**src/embp_defs.svh**
```systemverilog
// Constants of the external memory bus port: widths, ranges and reset values.
// Operation
// - Address lines update in t0 per access.
// - Idle cycles hold the previous address value.
// - Reset, stop or no mastership: address and control outputs float.
// - Read data sampled at end of t2.
// - Write data driven t2 until next t0.
// - Data drivers off when idle and in reset.
// - Space select low for data, high program.
// - Idle cycle: select and direction high in t0.
// - Peripheral enable only for data FF00-FF7F.
// - Peripheral enable changes only in t0.
// - Direction high read, low write, in t0.
// - Write strobe low t1, high again t3.
// - Read strobe low t1, high again t3.
`ifndef EMBP_DEFS_SVH
`define EMBP_DEFS_SVH

`define EMBP_ADDR_W       16
`define EMBP_DATA_W       16
`define EMBP_PERIPH_LO    16'hff00
`define EMBP_PERIPH_HI    16'hff7f
`define EMBP_ADDR_RST     16'h0000
`define EMBP_DATA_RST     16'h0000
`define EMBP_RD_LATENCY   6
`define EMBP_RD_PIN_DEPTH 3

`endif

```
**src/embp_pkg.sv**
```systemverilog
// Types shared by the external memory bus port.
package embp_pkg;

  typedef enum logic [1:0] {
    ph_t0,
    ph_t1,
    ph_t2,
    ph_t3
  } embp_phase_t;

endpackage

```
**src/embp_phase_gen.sv**
```systemverilog
// Four phase sequencer that divides each bus cycle into t0 to t3.
`timescale 1ns/1ps
`default_nettype none

module embp_phase_gen (
  // Clock and reset.
  input  wire logic                 clk_i,
  input  wire logic                 rst_n_i,
  // Current phase.
  output var  embp_pkg::embp_phase_t phase_o
);

  embp_pkg::embp_phase_t phase_q;
  embp_pkg::embp_phase_t phase_d;

  always_comb begin
    unique case (phase_q)
      embp_pkg::ph_t0: phase_d = embp_pkg::ph_t1;
      embp_pkg::ph_t1: phase_d = embp_pkg::ph_t2;
      embp_pkg::ph_t2: phase_d = embp_pkg::ph_t3;
      embp_pkg::ph_t3: phase_d = embp_pkg::ph_t0;
    endcase
  end

  always_ff @(posedge clk_i) begin
    if (!rst_n_i) begin
      phase_q <= embp_pkg::ph_t0;
    end else begin
      phase_q <= phase_d;
    end
  end

  assign phase_o = phase_q;

endmodule

`default_nettype wire

```
**src/embp_port.sv**
```systemverilog
// External asynchronous memory bus port with four phase bus cycles.
`timescale 1ns/1ps
`default_nettype none
`include "embp_defs.svh"

module embp_port #(
  parameter int ADDR_W = `EMBP_ADDR_W,
  parameter int DATA_W = `EMBP_DATA_W
) (
  // Clock and reset.
  input  wire logic              clk_i,
  input  wire logic              rst_n_i,
  // Core state.
  input  wire logic              bus_master_i,
  input  wire logic              stop_mode_i,
  // Access request from the core.
  input  wire logic              req_valid_i,
  input  wire logic              req_write_i,
  input  wire logic              req_data_space_i,
  input  wire logic [ADDR_W-1:0] req_addr_i,
  input  wire logic [DATA_W-1:0] req_wdata_i,
  output logic                   req_ready_o,
  // Read answer to the core.
  output logic                   rdata_valid_o,
  output logic [DATA_W-1:0]      rdata_o,
  // External address and data pins.
  output logic [ADDR_W-1:0]      ext_address_lines_o,
  output logic                   ext_address_lines_oe_o,
  input  wire logic [DATA_W-1:0] ext_data_lines_i,
  output logic [DATA_W-1:0]      ext_data_lines_o,
  output logic                   ext_data_lines_oe_o,
  // External bus control pins.
  output logic                   program_data_space_select_o,
  output logic                   peripheral_space_enable_n_o,
  output logic                   read_write_dir_o,
  output logic                   write_strobe_n_o,
  output logic                   read_strobe_n_o,
  output logic                   bus_ctrl_oe_o
);

  function automatic logic in_periph(input logic [ADDR_W-1:0] addr);
    in_periph = (addr >= ADDR_W'(`EMBP_PERIPH_LO)) && (addr <= ADDR_W'(`EMBP_PERIPH_HI));
  endfunction

  embp_pkg::embp_phase_t phase;

  logic              bus_en;
  logic              accept;
  logic              ready_q;
  logic              act_q;
  logic              wr_q;
  logic [ADDR_W-1:0] addr_q;
  logic [DATA_W-1:0] wdata_q;
  logic              ps_q;
  logic              periph_en_n_q;
  logic              rw_q;
  logic              wr_n_q;
  logic              rd_n_q;
  logic              data_oe_q;
  logic              ctl_oe_q;
  logic [DATA_W-1:0] din_s1_q;
  logic [DATA_W-1:0] din_s2_q;
  logic              rd_pend0_q;
  logic              rd_pend1_q;
  logic [DATA_W-1:0] rdata_q;
  logic              rvalid_q;

  embp_phase_gen u_phase (
    .clk_i   (clk_i),
    .rst_n_i (rst_n_i),
    .phase_o (phase)
  );

  assign bus_en = bus_master_i && !stop_mode_i;
  assign accept = req_valid_i && ready_q;

  // Requests are offered in t3 so the access starts with the next t0.
  always_ff @(posedge clk_i) begin
    if (!rst_n_i) begin
      ready_q <= 1'b0;
    end else begin
      ready_q <= (phase == embp_pkg::ph_t2) && bus_en;
    end
  end

  // Access attributes are latched when the request is taken.
  always_ff @(posedge clk_i) begin
    if (!rst_n_i) begin
      act_q   <= 1'b0;
      wr_q    <= 1'b0;
      wdata_q <= `EMBP_DATA_RST;
    end else if (phase == embp_pkg::ph_t3) begin
      act_q <= accept;
      if (accept) begin
        wr_q    <= req_write_i;
        wdata_q <= req_wdata_i;
      end
    end
  end

  // Address, space select, peripheral enable and direction move into t0.
  always_ff @(posedge clk_i) begin
    if (!rst_n_i) begin
      addr_q        <= `EMBP_ADDR_RST;
      ps_q          <= 1'b1;
      periph_en_n_q <= 1'b1;
      rw_q          <= 1'b1;
    end else if (phase == embp_pkg::ph_t3) begin
      if (accept) begin
        addr_q        <= req_addr_i;
        ps_q          <= !req_data_space_i;
        periph_en_n_q <= !(req_data_space_i && in_periph(req_addr_i));
        rw_q          <= !req_write_i;
      end else begin
        ps_q          <= 1'b1;
        periph_en_n_q <= 1'b1;
        rw_q          <= 1'b1;
      end
    end
  end

  // Write and read strobes assert in t1 and release in t3.
  always_ff @(posedge clk_i) begin
    if (!rst_n_i) begin
      wr_n_q <= 1'b1;
      rd_n_q <= 1'b1;
    end else if (phase == embp_pkg::ph_t0) begin
      wr_n_q <= !(act_q && wr_q);
      rd_n_q <= !(act_q && !wr_q);
    end else if (phase == embp_pkg::ph_t2) begin
      wr_n_q <= 1'b1;
      rd_n_q <= 1'b1;
    end
  end

  // Write data is driven from t2 until the next t0.
  always_ff @(posedge clk_i) begin
    if (!rst_n_i) begin
      data_oe_q <= 1'b0;
    end else if (phase == embp_pkg::ph_t1) begin
      data_oe_q <= act_q && wr_q;
    end else if (phase == embp_pkg::ph_t3) begin
      data_oe_q <= 1'b0;
    end
  end

  // Address and control drivers float in reset, stop or without mastership.
  always_ff @(posedge clk_i) begin
    if (!rst_n_i) begin
      ctl_oe_q <= 1'b0;
    end else begin
      ctl_oe_q <= bus_en;
    end
  end

  // Data pins pass two flip-flops before they are read.
  always_ff @(posedge clk_i) begin
    if (!rst_n_i) begin
      din_s1_q <= `EMBP_DATA_RST;
      din_s2_q <= `EMBP_DATA_RST;
    end else begin
      din_s1_q <= ext_data_lines_i;
      din_s2_q <= din_s1_q;
    end
  end

  // The pin value of t2 is taken from the synchroniser two cycles later.
  always_ff @(posedge clk_i) begin
    if (!rst_n_i) begin
      rd_pend0_q <= 1'b0;
      rd_pend1_q <= 1'b0;
    end else begin
      rd_pend0_q <= (phase == embp_pkg::ph_t2) && act_q && !wr_q;
      rd_pend1_q <= rd_pend0_q;
    end
  end

  always_ff @(posedge clk_i) begin
    if (!rst_n_i) begin
      rdata_q  <= `EMBP_DATA_RST;
      rvalid_q <= 1'b0;
    end else begin
      rvalid_q <= rd_pend1_q;
      if (rd_pend1_q) begin
        rdata_q <= din_s2_q;
      end
    end
  end

  assign req_ready_o                 = ready_q;
  assign rdata_valid_o               = rvalid_q;
  assign rdata_o                     = rdata_q;
  assign ext_address_lines_o         = addr_q;
  assign ext_address_lines_oe_o      = ctl_oe_q;
  assign ext_data_lines_o            = wdata_q;
  assign ext_data_lines_oe_o         = data_oe_q;
  assign program_data_space_select_o = ps_q;
  assign peripheral_space_enable_n_o = periph_en_n_q;
  assign read_write_dir_o            = rw_q;
  assign write_strobe_n_o            = wr_n_q;
  assign read_strobe_n_o             = rd_n_q;
  assign bus_ctrl_oe_o               = ctl_oe_q;
endmodule

`default_nettype wire

```
**config.mk**
```make
export PLATFORM = sky130hd
export DESIGN_NAME = embp_port
export DESIGN_NICKNAME = d
export VERILOG_FILES = /design/src/embp_pkg.sv /design/src/embp_phase_gen.sv /design/src/embp_port.sv
export VERILOG_INCLUDE_DIRS = /design/src /design/src/src
export SDC_FILE = /design/constraint.sdc
export NUM_CORES = 1
export LEC_CHECK = 0
export BUFFER_PORTS_ARGS = -buffer_cell sky130_fd_sc_hd__buf_2
export CORE_MARGIN = 2
export CORE_UTILIZATION = 30
export DETAILED_ROUTE_END_ITERATION = 6
export PLACE_DENSITY = 0.51
export SKIP_LAST_GASP = 1
export SYNTH_ARGS = -nofsm -noshare
export SYNTH_HDL_FRONTEND = slang
export SYNTH_SLANG_ARGS = --single-unit
```
**constraint.sdc**
```tcl
create_clock -name clk_i -period 1.6 [get_ports clk_i]
set_clock_uncertainty 0.1 [all_clocks]
set_input_delay 0.16 -clock clk_i [delete_from_list [all_inputs] [get_ports clk_i]]
set_output_delay 0.16 -clock clk_i [all_outputs]
set_load 0.01 [all_outputs]
```
==> out/qor.csv <==
stage,metric,value,unit
cells_and_area,syn2layout_area_growth,42.38,%
cts,cts_sinks,95,
sta,final-setup-viol-count,0,
critical_path,cp-start-kind,flop,
power_and_ir_drop,peakVddDrop,0.0005222,V
power_and_ir_drop,leakage,1.988,nW
sta,tightest_slew,0.3135,ns
cells_and_area,fin_nets,536,
hold_path,min-delay-start,stop_mode_i,
cells_and_area,fin_util,43.90,%
sta,setup_ws,0.1933,ns
grt,grt_antenna_before_repair,0,
hold_path,hold_class,in -> reg,
grt,grt_max_degree,68,
power_and_ir_drop,clkPwrFrac,37.9,%
routing,vias,2615,
hold_path,holdPathStages,2,
cts,cts_tree,yes,
grt,grt-ovfl-total,0,
hold_path,worstHoldEndpoint,bus_ctrl_oe_o,
logic_synthesis,postSynthNetCount,375,
logic_synthesis,yosys_warnings,0,
critical_path,critPathTopFamily,flip-flops,
critical_path,end_kind,flop,
critical_path,crit_buf_inv,1,
critical_path,cp_slowest_stage_delay,0.37,ns
power_and_ir_drop,pwr-share-seq,54.1,%
placed_design,portBuffers,112,
critical_path,arrival,1.56,ns
cts,postCtsSetupBuffers,0,
floorplanning,fp-row-count,38,
sta,grt_setup_unrepaired,false,
floorplanning,chipWidth,109.8,um
logic_synthesis,syn_inst,316,
job,maxCapViolations,0,
sta,fmax,0.7109,GHz
critical_path,r2r_start,u_phase.phase_o[0],
critical_path,critPathMaxFanout,35,
placed_design,gp_congestion,0.6591,
sta,fin_crit_sh,87.92,%
cts,clk_latency,0.36,ns
sta,fin_crit,1.407,ns
logic_synthesis,avgSynthCellArea,10.62,um2
cells_and_area,fin_cells,621,
critical_path,reg2reg_slack,0.19,ns
cells_and_area,layout-drive-gt1-share,33.89,%
routing,first_pass_iters,4,
sta,finalSetupTns,0,ns
power_and_ir_drop,internal_power,3.514,mW
power_and_ir_drop,power.total,4.507,mW
floorplanning,core-area,10890,um2
sta,hold_viol_final,0,
floorplanning,start_util,30.83,%
cells_and_area,antenna_cells,0,
cells_and_area,final_common_cell,buf_2,
critical_path,cp_cell_sequence,"ha_1, and3_1, buf_12, a21oi_1, nand2b_1",
sta,timing.hold.ws,0.02753,ns
grt,grt_util_all_layers,13.04,%
critical_path,startpoint,u_phase.phase_o[0],
routing,postRouteAntennaNets,0,
sta,drv_slew,0,
placed_design,hpwl,4697,um
placed_design,placed_area,4048,um2
cts,root_buffer,clkbuf_8,
routing,vias_per_cell,4.211,
power_and_ir_drop,power.density,943.0,nW/um2
critical_path,crit_required,1.76,ns
grt,grt_pass1_vias,2541,
logic_synthesis,yosysUniqueCellTypes,30,
status,status,"complete, no violations",
grt,grt_pass1_wl,12010,um
power_and_ir_drop,power_frac_comb,8.0,%
cells_and_area,layout_common_cells,"buf_2, dfxtp_1, nand2_1",
power_and_ir_drop,p_sw,0.9929,mW
critical_path,path_depth,5,
cts,clk_path_buf_depth,2,
power_and_ir_drop,swShare,22.03,%
critical_path,critPathKind,reg -> reg,
critical_path,rr_endpoint,read_write_dir_o,
cells_and_area,final.fill_count,1050,
floorplanning,dieArea,12050,um2
cells_and_area,stdcell_area,4780,um2
floorplanning,ioPinCount,113,
logic_synthesis,yosysSeqAreaShare,56.65,%
cts,cts_buffers,9,
routing,drc,0,
routing,wl_per_cell,12.20,um
routing,drt-total-wl,7577,um
cts,htreeDepth,3,
floorplanning,die_h,109.8,um
cts,cts_resized,0,
critical_path,critical-path-slowest-cell,dfxtp_1,
placed_design,pre_cts_slack,0.1985,ns
routing,drt-initial-drc-count,81,
sta,slew_headroom,79.10,%
cts,clk_pin_slew_worst_paths,0.09,ns
placed_design,dp.cells,554,
logic_synthesis,synth-seq-cells,95,
logic_synthesis,syn_area,3357,um2
critical_path,reg2reg_depth,5,
==> metal layers <==
metal | track usage (%) | routed length [um] | vias up
li1 | - | - | 1332
met1 | 15.23 | 3431 | 1178
met4 | 5.696 | 143 | 0
met2 | 21.38 | 3454 | 93
met3 | 4.742 | 547 | 12
met5 | 0 | 0 | -
==> how the worst max path moves through the flow <==
stage                              end  slack, ns
2_1_floorplan  ext_address_lines_o[14]       0.25
3_3_place_gp          read_write_dir_o       0.22
3_5_place_dp          read_write_dir_o       0.20
4_1_cts               read_write_dir_o       0.18
5_1_grt               read_write_dir_o       0.10
6_report              read_write_dir_o       0.19
==> state kept, by name (all words and copies together), names as in the netlist, 2 cells and up <==
name,flops
din_s1_q,16
din_s2_q,16
ext_address_lines_o,16
ext_data_lines_o,16
rdata_o,16
u_phase.phase_o,2
==> synth_stat cells <==
library cell	instances	area share, %
a21boi_0	4	0.89
a21boi_2	30	10
a21oi_1	3	0.45
a31oi_1	1	0.19
and2_1	36	6.7
and3_1	2	0.37
and3b_1	2	0.52
and4b_1	1	0.30
buf_2	3	0.45
buf_4	2	0.45
buf_6	1	0.34
buf_8	3	1.3
clkbuf_1	11	1.2
dfxtp_1	95	57
ha_1	4	1.5
inv_1	2	0.22
mux2i_1	16	4.8
nand2_1	66	7.4
nand2b_1	3	0.56
nand3_1	1	0.15
nand3_2	1	0.30
nand4_1	1	0.19
nand4b_1	1	0.26
nor2_1	3	0.34
nor2b_1	17	3.2
nor3_1	2	0.30
nor3b_1	1	0.22
nor4_1	1	0.19
o21a_1	1	0.22
o21ai_0	2	0.30
==> cells by family after synthesis <==
group | Yosys count | synth area share (%)
AOI/OAI and AO/OA | 41 | 12.11
adders and majority gates | 4 | 1.491
buffers and inverters | 22 | 4.025
DFF | 95 | 56.65
muxes | 16 | 4.771
and+or+nand+nor | 138 | 20.95
==> cell type report <==
| type | instances | area, um2 | share of cell area (%) |
|---|---|---|---|
| timing repair buffer | 170 | 1164 | 24.35 |
| tap | 140 | 175.2 | 3.665 |
| inverter | 2 | 7.507 | 0.1571 |
| clock inverter | 5 | 83.83 | 1.754 |
| clock buffer | 10 | 127.6 | 2.670 |
| sequential | 95 | 1902 | 39.79 |
| multi-input combinational | 199 | 1320 | 27.62 |
==> power by group through the flow <==
stage          Sequential (mW)  Combinational, mW  Clock [mW]
6_report                  2.44              0.359        1.71
5_1_grt                   2.45              0.400        1.87
4_1_cts                   2.44              0.362        1.79
3_5_place_dp              2.50              0.264           0
3_3_place_gp              2.49              0.257           0
2_1_floorplan             2.49              0.141           0
==> timing repair <==
item | CTS | global route
hold buffers | 52 | 0
setup endpoints to repair | 0 | 0
hold endpoints to repair | 52 | 0
==> worst reg2reg max path, cell delays in order, from the launching register on <==
cell and delay, ns:
dfxtp_1 0.37, ha_1 0.20, and3_1 0.21, buf_12 0.20, a21oi_1 0.10, nand2b_1 0.13
(Power assumes the default switching activity.)
